`src/hw/timer_pkg.sv`:
```
// constants shared by the dual reload timer
package timer_pkg;
  localparam int CNT_W = 16;
  // mode select field, {hi, mid, lo}
  localparam logic [2:0] MODE_PWM_TOGGLE = 3'h5;
  localparam logic [2:0] MODE_PWM_PLAIN = 3'h4;
  localparam logic [2:0] MODE_EVT_RISE = 3'h0;
  localparam logic [2:0] MODE_EVT_FALL = 3'h1;
  localparam logic [2:0] MODE_CAP_RR = 3'h2;
  localparam logic [2:0] MODE_CAP_RF = 3'h6;
  localparam logic [2:0] MODE_CAP_FR = 3'h3;
  localparam logic [2:0] MODE_CAP_FF = 3'h7;
  // field positions inside the mode select field
  localparam int MODE_HI_POS = 2;
  localparam int MODE_MID_POS = 1;
  localparam int MODE_LO_POS = 0;
  // fast clock select is bit 0 of the speed control register
  localparam int FAST_SEL_POS = 0;
  localparam logic [7:0] SPEED_CTL_RESET = 8'h00;
  // timing: mclk 100 MHz, instruction cycle is ten mclk periods
  localparam int MCLK_PERIOD_NS = 10;
  localparam int INSTR_CYCLE_NS = 100;
  localparam int TC_DIV = INSTR_CYCLE_NS / MCLK_PERIOD_NS;
  localparam logic [CNT_W-1:0] CNT_ZERO = 16'h0000;
  localparam logic [CNT_W-1:0] CNT_ONE = 16'h0001;
endpackage : timer_pkg

```
`src/hw/dual_reload_timer_pwm_capture.sv`:
```
// 16-bit down timer with two reload/capture registers, pwm, event count and capture modes
// Functional notes
// one 16-bit down counter plus reload registers a and b (high/low time)
// pwm counts at instruction rate or fast clock; each underflow reloads
// first underflow after start reloads from a, then b, a, b alternately
// toggle pwm inverts pin a per underflow; plain pwm leaves pin a alone
// mode 101 pwm toggle, 100 pwm plain, 000 count rising, 001 count falling
// pwm underflows set pending a and b alternately; software clears them
// enable a/b allow interrupts for reloads from a/b; clear masks them
// event mode decrements on selected synchronized edge of pin a
// event mode underflow sets pending a; enable a lets it interrupt
// event mode rising pin b edge sets pending b, interrupts if enabled
// event mode drives no pwm waveform on pin a
// capture mode counts freely; pin edges copy counter into a or b
// capture codes 010 rr, 110 rf, 011 fr, 111 ff; edges chosen per pin
// capture edges set pending a and b; enables gate interrupts
// capture underflow sets run bit as pending; enable a covers it too
// software clears run bit entering capture and checks both causes
// in pwm and event modes run bit 1 starts, 0 stops the counter
// software should stop the fast timer before altering counter or regs
// control bits take any write or set/clear at any time safely
// only the second timer may count from the fast clock
// fast select bit 0 of speed register picks fast clock; resets zero
// counter and reload registers need no defined reset value
// irq a when a source for a and enable a; irq b likewise
module dual_reload_timer_pwm_capture #(
  parameter bit SECOND_TIMER = 1'b1,
  parameter int DIV = timer_pkg::TC_DIV
) (
  input wire logic mclk,
  input wire logic resetn,
  // mode select and enables, written by software as levels
  input wire logic mode_select_hi,
  input wire logic mode_select_mid,
  input wire logic mode_select_lo,
  input wire logic irq_enable_a,
  input wire logic irq_enable_b,
  input wire logic [7:0] speed_control_register,
  // single-bit set and clear strobes for hardware-set bits
  input wire logic run_set,
  input wire logic run_clear,
  input wire logic pending_a_clear,
  input wire logic pending_b_clear,
  // counter and reload register writes
  input wire logic counter_wr,
  input wire logic reload_a_wr,
  input wire logic reload_b_wr,
  input wire logic [15:0] wr_data,
  // pins
  input wire logic timer_pin_a_in,
  input wire logic timer_pin_b,
  output logic timer_pin_a_out,
  output logic timer_pin_a_oe_n,
  // state read back
  output logic [15:0] counter_value,
  output logic [15:0] reload_capture_reg_a,
  output logic [15:0] reload_capture_reg_b,
  output logic run_or_underflow_bit,
  output logic pending_flag_a,
  output logic pending_flag_b,
  output logic irq_a,
  output logic irq_b
);

  localparam int CNT_W = timer_pkg::CNT_W;
  localparam int DIV_W = $clog2(DIV) + 1;
  localparam logic [DIV_W-1:0] DIV_LAST = DIV_W'(DIV - 1);
  // cycles until the pin synchronisers and edge copies hold real levels
  localparam logic [1:0] FILL_DONE = 2'h3;

  // refuse parameter values the logic cannot serve
  if (DIV < 2) begin : g_bad_div
    $error("instruction clock divider must be at least 2");
  end
  if (CNT_W != 16) begin : g_bad_width
    $error("counter must be 16 bits");
  end

  typedef struct packed {
    logic [DIV_W-1:0] div;
    logic pa_s1;
    logic pa_s2;
    logic pb_s1;
    logic pb_s2;
    logic pa_q;
    logic pb_q;
    logic [1:0] fill;
    logic [CNT_W-1:0] cnt;
    logic [CNT_W-1:0] ra;
    logic [CNT_W-1:0] rb;
    logic sel_b;
    logic run;
    logic pnd_a;
    logic pnd_b;
    logic pin_out;
    logic pin_oe_n;
    logic irq_a;
    logic irq_b;
  } state_t;

  state_t st_r;
  state_t st_nxt;

  logic [2:0] mode;
  logic is_pwm;
  logic is_evt;
  logic is_cap;
  logic fast;
  logic tick;
  logic a_rise;
  logic a_fall;
  logic b_rise;
  logic b_fall;
  logic edge_a;
  logic edge_b;
  logic step;
  logic uflow;
  logic armed;

  // mode decode and counting rate
  always_comb begin
    mode = {mode_select_hi, mode_select_mid, mode_select_lo};
    is_pwm = mode_select_hi && !mode_select_mid;
    is_evt = !mode_select_hi && !mode_select_mid;
    is_cap = mode_select_mid;
    fast = SECOND_TIMER && speed_control_register[timer_pkg::FAST_SEL_POS];
    tick = fast || (st_r.div == '0);
    armed = (st_r.fill == FILL_DONE);
    a_rise = tick && armed && st_r.pa_s2 && !st_r.pa_q;
    a_fall = tick && armed && !st_r.pa_s2 && st_r.pa_q;
    b_rise = tick && armed && st_r.pb_s2 && !st_r.pb_q;
    b_fall = tick && armed && !st_r.pb_s2 && st_r.pb_q;
    edge_a = mode_select_lo ? a_fall : a_rise;
    edge_b = mode_select_hi ? b_fall : b_rise;
    step = 1'b0;
    if (is_pwm) begin
      step = tick && st_r.run;
    end else if (is_evt) begin
      step = edge_a && st_r.run;
    end else begin
      step = tick;
    end
    uflow = step && (st_r.cnt == timer_pkg::CNT_ZERO);
  end

  // next state of the whole timer
  always_comb begin
    st_nxt = st_r;
    // pin synchronisers, then tick-sampled copies for edge detect
    st_nxt.pa_s1 = timer_pin_a_in;
    st_nxt.pa_s2 = st_r.pa_s1;
    st_nxt.pb_s1 = timer_pin_b;
    st_nxt.pb_s2 = st_r.pb_s1;
    // edge copies follow every cycle until armed, so no false edge after reset
    if (tick || !armed) begin
      st_nxt.pa_q = st_r.pa_s2;
      st_nxt.pb_q = st_r.pb_s2;
    end
    if (!armed) st_nxt.fill = st_r.fill + 2'h1;
    // instruction cycle divider
    st_nxt.div = (st_r.div == DIV_LAST) ? '0 : st_r.div + 1'b1;
    // software writes; hardware updates below take priority
    if (counter_wr) st_nxt.cnt = wr_data;
    if (reload_a_wr) st_nxt.ra = wr_data;
    if (reload_b_wr) st_nxt.rb = wr_data;
    // control bits: clear first so a same-cycle hardware set wins
    if (run_clear) st_nxt.run = 1'b0;
    if (run_set) st_nxt.run = 1'b1;
    if (pending_a_clear) st_nxt.pnd_a = 1'b0;
    if (pending_b_clear) st_nxt.pnd_b = 1'b0;
    // counting
    if (step) st_nxt.cnt = st_r.cnt - timer_pkg::CNT_ONE;
    if (is_pwm) begin
      if (!st_r.run) st_nxt.sel_b = 1'b0;
      if (uflow) begin
        st_nxt.cnt = st_r.sel_b ? st_r.rb : st_r.ra;
        st_nxt.sel_b = !st_r.sel_b;
        if (st_r.sel_b) begin
          st_nxt.pnd_b = 1'b1;
        end else begin
          st_nxt.pnd_a = 1'b1;
        end
        if (mode_select_lo) st_nxt.pin_out = !st_r.pin_out;
      end
      st_nxt.pin_oe_n = 1'b0;
    end else if (is_evt) begin
      st_nxt.sel_b = 1'b0;
      if (uflow) begin
        st_nxt.cnt = st_r.ra;
        st_nxt.pnd_a = 1'b1;
      end
      if (b_rise) st_nxt.pnd_b = 1'b1;
      st_nxt.pin_oe_n = 1'b1;
    end else begin
      st_nxt.sel_b = 1'b0;
      if (uflow) st_nxt.run = 1'b1;
      if (edge_a) begin
        st_nxt.ra = st_r.cnt;
        st_nxt.pnd_a = 1'b1;
      end
      if (edge_b) begin
        st_nxt.rb = st_r.cnt;
        st_nxt.pnd_b = 1'b1;
      end
      st_nxt.pin_oe_n = 1'b1;
    end
    // interrupt requests from enables and pending sources
    st_nxt.irq_a = irq_enable_a && (st_nxt.pnd_a || (is_cap && st_nxt.run));
    st_nxt.irq_b = irq_enable_b && st_nxt.pnd_b;
  end

  // state register; counter and reload contents are simply cleared too
  always_ff @(posedge mclk) begin
    if (!resetn) begin
      st_r <= '0;
      st_r.pin_oe_n <= 1'b1;
    end else begin
      st_r <= st_nxt;
    end
  end

  // outputs straight from the state register
  assign timer_pin_a_out = st_r.pin_out;
  assign timer_pin_a_oe_n = st_r.pin_oe_n;
  assign counter_value = st_r.cnt;
  assign reload_capture_reg_a = st_r.ra;
  assign reload_capture_reg_b = st_r.rb;
  assign run_or_underflow_bit = st_r.run;
  assign pending_flag_a = st_r.pnd_a;
  assign pending_flag_b = st_r.pnd_b;
  assign irq_a = st_r.irq_a;
  assign irq_b = st_r.irq_b;
endmodule : dual_reload_timer_pwm_capture

```
`config.mk`:
```
export PLATFORM = sky130hd
export DESIGN_NAME = dual_reload_timer_pwm_capture
export DESIGN_NICKNAME = d
export VERILOG_FILES = /design/src/hw/timer_pkg.sv /design/src/hw/dual_reload_timer_pwm_capture.sv
export SDC_FILE = /design/constraint.sdc
export NUM_CORES = 1
export LEC_CHECK = 0
export ABC_AREA = 0
export BUFFER_PORTS_ARGS = -buffer_cell sky130_fd_sc_hd__buf_2
export CELL_PAD_IN_SITES_DETAIL_PLACEMENT = 1
export CELL_PAD_IN_SITES_GLOBAL_PLACEMENT = 2
export CORE_MARGIN = 5
export CORE_UTILIZATION = 33
export DETAILED_ROUTE_END_ITERATION = 10
export PLACE_DENSITY = 0.77
export SYNTH_ARGS = -nofsm -noshare
export SYNTH_HDL_FRONTEND = slang
export SYNTH_SLANG_ARGS = --single-unit
```
`constraint.sdc`:
```
create_clock -name mclk -period 2.65 [get_ports mclk]
set_clock_uncertainty 0.2 [all_clocks]
set_input_delay 0.53 -clock mclk [delete_from_list [all_inputs] [get_ports mclk]]
set_output_delay 0.53 -clock mclk [all_outputs]
set_load 0.005 [all_outputs]
```
==> flow_metrics.env, run 1 <==
export IMPL_power_leakage_nw=2.65
export IMPL_stdcell_count=771
export IMPL_synth_edf_count=0
export IMPL_worst_setup_path_start_kind="register"
export IMPL_cap_violations=0
export IMPL_syn_inst=538
export IMPL_r2r_setup_slack_ns=0.15
export IMPL_die_w_um=128
export IMPL_use_met1_pct=23.4
export IMPL_insertion_delay_ns=0.34
export IMPL_via_per_inst=5.34
export IMPL_crit_end="counter_value[7]"
export IMPL_drv_slew=0
export IMPL_cts_buffers=9
export IMPL_ys_seq_area_share_pct=30.3
export IMPL_timing_fmax_ghz=0.399
export IMPL_gr_max_usage_layer="met2"
export IMPL_vdd_ir_drop_max_v=0.000318
export IMPL_path_max_fanout=15
export IMPL_numClockSinks=69
export IMPL_syn2layout_area_growth_pct=16.3
export IMPL_gr_usage_met2_pct=30.7
export IMPL_synth_top_area_share_pct=30.3
export IMPL_routed_wl_mm=14.6
export IMPL_grt_pass1_vias=4423
export IMPL_max_slew_margin_pct=57.2
export IMPL_synth_top_area_cell="dfxtp_1"
export IMPL_drc=0
export IMPL_netlist_top_cells_area="dfxtp_1, mux2i_1, buf_4"
export IMPL_overflow=0
export IMPL_grt_pass1_wl_mm=23.6
export IMPL_drt_iter0_drc=212
export IMPL_fin_nets=631
export IMPL_critPathLaunch="st_r[56]"
export IMPL_period_share_pct=94.5
export IMPL_ant_nets=0
export IMPL_powerDensity_mw_per_mm2=633
export IMPL_r2r_end="counter_value[7]"
export IMPL_power_mw=3.36
export IMPL_worstPathRequired_ns=2.73
export IMPL_synth_ff_type="dfxtp_1"
export IMPL_use_met3_pct=4.26
export IMPL_n_antenna_cell=0
export IMPL_grt_max_degree=25
export IMPL_coreArea_mm2=0.0137
export IMPL_pin_count=95
export IMPL_tightest_slew_ns=0.641
export IMPL_cp_arrival_ns=2.58
export IMPL_first_pass_iters=4
export IMPL_regToRegStartpoint="st_r[56]"
export IMPL_min_path_type="primary input to register"
export IMPL_die_area_mm2=0.0163
export IMPL_ys_seq_elements=69
export IMPL_setup_viol=0
export IMPL_cts_tree="done"
export IMPL_dpl_hpwl_mm=10.5
export IMPL_yosysWarnings=0
export IMPL_hold_viol_final=0
export IMPL_status="finished, final reports clean"
export IMPL_fp_row_count=43
export IMPL_ys_async_sr_fraction_pct=0
export IMPL_reg2reg_depth=9
export IMPL_root_buffer="clkbuf_16"
export IMPL_track_usage_pct=18.4
export IMPL_wl_per_cell_um=18.9
export IMPL_clock_path_buffers=2
export IMPL_synth_fp_nets=583
export IMPL_crit_path_end_kind="register"
export IMPL_gp_congestion=0.863
export IMPL_synth_distinct_cells=59
export IMPL_placed_cells=753
export IMPL_synthesis_area_mm2=0.00456
export IMPL_drive_above_1_share_pct=27.4
export IMPL_setup_worst_path_class="register to register"
export IMPL_clk_pin_slew_worst_paths_ns=0.06
export IMPL_cts_htree_levels=3
export IMPL_synth_area_per_cell_um2=8.48
export IMPL_start_util_pct=33.3
export IMPL_via_count=4120
export IMPL_io_buffer_count=87
export IMPL_rsz0062_at_grt="false"
export IMPL_fin_crit_ns=2.50
export IMPL_antenna_found_initial=0
export IMPL_die_h_um=128
## cells by family after synthesis
| kind of cell | after synthesis | synth area share, % |
|---|---|---|
| compound gates | 132 | 21.3 |
| fa+ha+maj | 5 | 1.37 |
| simple gates | 165 | 19.6 |
| flops | 69 | 30.3 |
| xor+xnor | 15 | 2.88 |
| buf+inv | 100 | 13.0 |
| mux | 52 | 11.6 |
## per-layer routing
layer  routed length [µm]  vias up
li1                     -     1967
met1                 6580     2047
met2                 7020       88
met3                  778       18
met4                  210        0
met5                    0        -
## layout make-up
type,instances,area (µm²)
clock inverters,5,75.1
flip-flops and latches,69,1380
inverters,13,48.8
well taps,180,225
fillers,1642,8410
multi-input cells,369,2600
clock buffers,11,233
repair buffers,124,738
## flip-flops by register name, summed over array words and instances, names as in the netlist
name	count
counter_value	16
irq_a	1
irq_b	1
pending_flag_a	1
pending_flag_b	1
reload_capture_reg_a	16
reload_capture_reg_b	16
run_or_underflow_bit	1
st_nxt	2
st_r	12
timer_pin_a_oe_n	1
timer_pin_a_out	1
## timing repair
action,4_1_cts,5_1_grt
setup endpoints to repair,0,12
buffers inserted,0,2
resized for setup,0,1
hold buffers,0,0
## where the power goes
| part | internal [mW] | leakage (nW) | total [mW] | switching [mW] |
|---|---|---|---|---|
| sequential | 1.12 | 0.569 | 1.24 | 0.116 |
| clock | 0.820 | 0.153 | 1.29 | 0.472 |
| combinational | 0.383 | 1.92 | 0.827 | 0.445 |
| total | 2.32 | 2.65 | 3.36 | 1.03 |
## placed cells by master (no fill, tap or decap), types with 12 or more instances in the layout
cell,Yosys,layout
buf_2,8,87
dfxtp_1,69,69
nand3_1,12,12
and2_1,12,12
nor2_1,24,24
buf_4,49,35
mux2i_1,45,45
inv_1,12,12
nand2_1,69,69
o211a_1,33,33
a21oi_1,24,24
o21ai_0,24,24
## how the worst min path moves through the flow
stage	start	endpoint	slack, ns	cells after the start
CTS	irq_enable_b	irq_b	0.18	2
detailed placement	st_nxt[60]	st_r[60]	0.22	1
floorplan	st_nxt[60]	st_r[60]	0.21	1
finish	irq_enable_b	irq_b	0.19	2
global placement	st_nxt[60]	st_r[60]	0.22	1
global route	timer_pin_a_in	st_nxt[62]	0.19	2
## cell usage after synthesis (all sizes together) (2+ instances only)
cell type / count
xor2: 5
nor4: 5
and2: 12
ha: 5
o211a: 33
o21ai: 26
a221o: 3
a21oi: 24
and3: 4
nand3b: 2
nand3: 12
nor2b: 10
nand2: 71
o21a: 2
mux2: 7
a32oi: 2
mux2i: 45
nand4b: 3
buf: 62
o221ai: 2
o31ai: 2
nor2: 24
inv: 13
clkbuf: 25
a211oi: 10
a31oi: 5
xnor2: 10
nand2b: 4
a21o: 2
dfxtp: 69
a22oi: 6
nor3: 11
o211ai: 7
## per-stage QoR
| step | instance area [µm²] | hold slack, ns | setup TNS (ns) | worst slack [ns] | utilization (%) |
|---|---|---|---|---|---|
| global placement | 4980 | 0.218 | 0 | 0.0991 | 36.3 |
| floorplan | 4560 | 0.212 | 0 | 0.382 | - |
| global route | 5310 | 0.186 | 0 | 0.0106 | 38.7 |
| detailed placement | 4980 | 0.225 | -0.0185 | -0.0185 | 36.3 |
| finish | 5310 | 0.193 | 0 | 0.146 | 38.7 |
| CTS | 5290 | 0.180 | 0 | 0.0345 | 38.5 |
## critical path, stage by stage, from the launching register on
cell and delay [ns]:
dfxtp_1 0.36, ha_2 0.24, nand4bb_1 0.20, a311oi_4 0.32, buf_4 0.19, buf_4 0.21
nor3_1 0.08, a211oi_1 0.31, o221ai_1 0.20, nand3_1 0.13
No activity file was read; power rests on OpenSTA's default activity.
==> inputs of run 2 (changes only) <==
Settings changed: PLACE_DENSITY 0.77 to 0.86.
==> run 2 against run 1 <==
  * Fmax up 0.71%
  * First-iteration DRC count down 3.8%
  * Largest power group is now registers
  * Setup slack better by 0.018 ns
  * Worst hold slack better by 0.0044 ns
  * Clock-buffer cell count up 2
  * Sequential share of layout area up 0.17 points
  * Non-clock buffer count up 2
  * Critical endpoint unchanged
  * Total power down 3.2%
  * Register-to-register slack better by 0.02 ns
==> flow_metrics.env, run 2 (same netlist as run 1, synthesis figures left out) <==
export IMPL_cp_arrival_ns=2.57
export IMPL_seq_power_share_pct=37.7
export IMPL_gp_congestion=0.818
export IMPL_clk_pin_slew_worst_paths_ns=0.06
export IMPL_netSwitchingFraction_pct=31.3
export IMPL_crit_chain="ha_1, nand4bb_1, a311oi_4, buf_4, nor3_1, a211oi_1, o221ai_1, nand3_1"
export IMPL_placed_cells=755
export IMPL_pin_count=95
export IMPL_pwr_share_comb_pct=26.4
export IMPL_stdcell_count=771
export IMPL_die_area_mm2=0.0163
export IMPL_fillers=1645
export IMPL_numClockSinks=69
export IMPL_timing_fmax_ghz=0.402
export IMPL_path_delay_family="compound AO/OA/AOI/OAI gates"
export IMPL_status="finished, final reports clean"
export IMPL_cts_htree_levels=3
export IMPL_fin_tns_setup_ns=0
export IMPL_layout_commonest_cell="buf_2"
export IMPL_p_int_mw=2.23
export IMPL_drive_above_1_share_pct=27.7
export IMPL_clock_path_buffers=2
export IMPL_max_slew_margin_pct=56.3
export IMPL_coreArea_mm2=0.0137
export IMPL_slowest_stage="a311oi_4"
export IMPL_period_share_pct=93.8
export IMPL_hold_viol_final=0
export IMPL_cts_tree="done"
export IMPL_ant_nets=0
export IMPL_vdd_ir_drop_max_v=0.000301
export IMPL_layout_common_cells="buf_2, nand2_1, dfxtp_1, mux2i_1, buf_4"
export IMPL_drv_slew=0
export IMPL_grt_pass1_vias=4546
export IMPL_setup_worst_path_class="register to register"
export IMPL_drc=0
export IMPL_syn2layout_area_growth_pct=15.5
export IMPL_cap_violations=0
export IMPL_p_clk_share_pct=35.9
export IMPL_start_util_pct=33.3
export IMPL_worst_setup_path_start_kind="register"
export IMPL_first_pass_iters=4
export IMPL_fin_crit_ns=2.49
export IMPL_fp_row_count=43
export IMPL_wl_per_cell_um=19.4
export IMPL_crit_buf_inv=1
export IMPL_drt_iter0_drc=204
export IMPL_powerDensity_mw_per_mm2=616
export IMPL_min_path_type="primary input to register"
export IMPL_n_antenna_cell=0
export IMPL_utilization_pct=38.4
export IMPL_tightest_slew_ns=0.656
export IMPL_setup_viol=0
export IMPL_worstPathRequired_ns=2.73
export IMPL_timing_hold_ws_ns=0.197
export IMPL_stdcell_area_mm2=0.00527
export IMPL_hold_buffers=0
export IMPL_routed_wl_mm=15.0
export IMPL_grt_max_degree=33
export IMPL_io_buffer_count=87
export IMPL_overflow=0
export IMPL_root_buffer="clkbuf_16"
export IMPL_path_max_fanout=18
export IMPL_power_leakage_nw=2.64
export IMPL_via_count=4191
export IMPL_die_w_um=128
export IMPL_dpl_hpwl_mm=10.9
export IMPL_insertion_delay_ns=0.34
export IMPL_netSwitchingPower_mw=1.02
export IMPL_antenna_found_initial=1
export IMPL_crit_path_end_kind="register"
export IMPL_fin_nets=633
export IMPL_grt_pass1_wl_mm=23.9
export IMPL_via_per_inst=5.44
export IMPL_cts_buffers=9
export IMPL_die_h_um=128
export IMPL_placed_area_mm2=0.00497
export IMPL_slowest_delay_ns=0.46
export IMPL_track_usage_pct=18.6
[run 2: worst register-to-register path, delay by kind of cell, from the launching register on]
family / cells / cell delay [ns]
compound gates: 3 / 0.97
fa+ha+maj: 1 / 0.20
buf+inv: 1 / 0.31
flops: 1 / 0.35
simple gates: 3 / 0.42
[run 2: power by group through the flow]
| stage | clock, mW | sequential [mW] | combinational, mW |
|---|---|---|---|
| global placement | 0 | 1.24 | 0.810 |
| global route | 1.26 | 1.24 | 0.945 |
| CTS | 1.20 | 1.22 | 0.855 |
| detailed placement | 0 | 1.25 | 0.850 |
| floorplan | 0 | 1.22 | 0.642 |
| finish | 1.17 | 1.22 | 0.857 |
[run 2: area by class of cell]
cell class,instances,area [µm²],area share [%]
timing repair buffer,126,728,13.8
tap,180,225,4.27
clock buffer,13,280,5.32
sequential,69,1380,26.2
clock inverter,1,5.00,0.0949
multi-input combinational,369,2600,49.4
inverter,13,48.8,0.926
[run 2: through the flow]
step	setup slack (ns)	power [mW]
final	0.164	3.25
after CTS	0.113	3.28
after global routing	-0.00530	3.44
after floorplan	0.382	1.86
after detailed placement	-0.0115	2.10
after global placement	0.107	2.05
[run 2: repair_timing]
action / 4_1_cts / 5_1_grt
buffers inserted: 0 / 2
resized for setup: 0 / 1
setup endpoints to repair: 0 / 1
[run 2: path summary, 6_finish.rpt]
path                            depth (start not counted)        start  slack, ns          endpoint
worst max-delay path                                    8     st_r[56]       0.16  counter_value[7]
worst min-delay path                                    2  timer_pin_b       0.20        st_nxt[60]
worst max register to register                          8     st_r[56]       0.16  counter_value[7]
worst min register to register                          1   st_nxt[62]       0.24          st_r[62]
[run 2: metal layers]
layer / share of wire, % / GRT usage (%) / routed length, µm
met1: 43 / 22.4 / 6480
met2: 48 / 31.7 / 7110
met3: 6.3 / 5.73 / 939
met4: 2.8 / 6.24 / 424
met5: 0.047 / 0 / 7
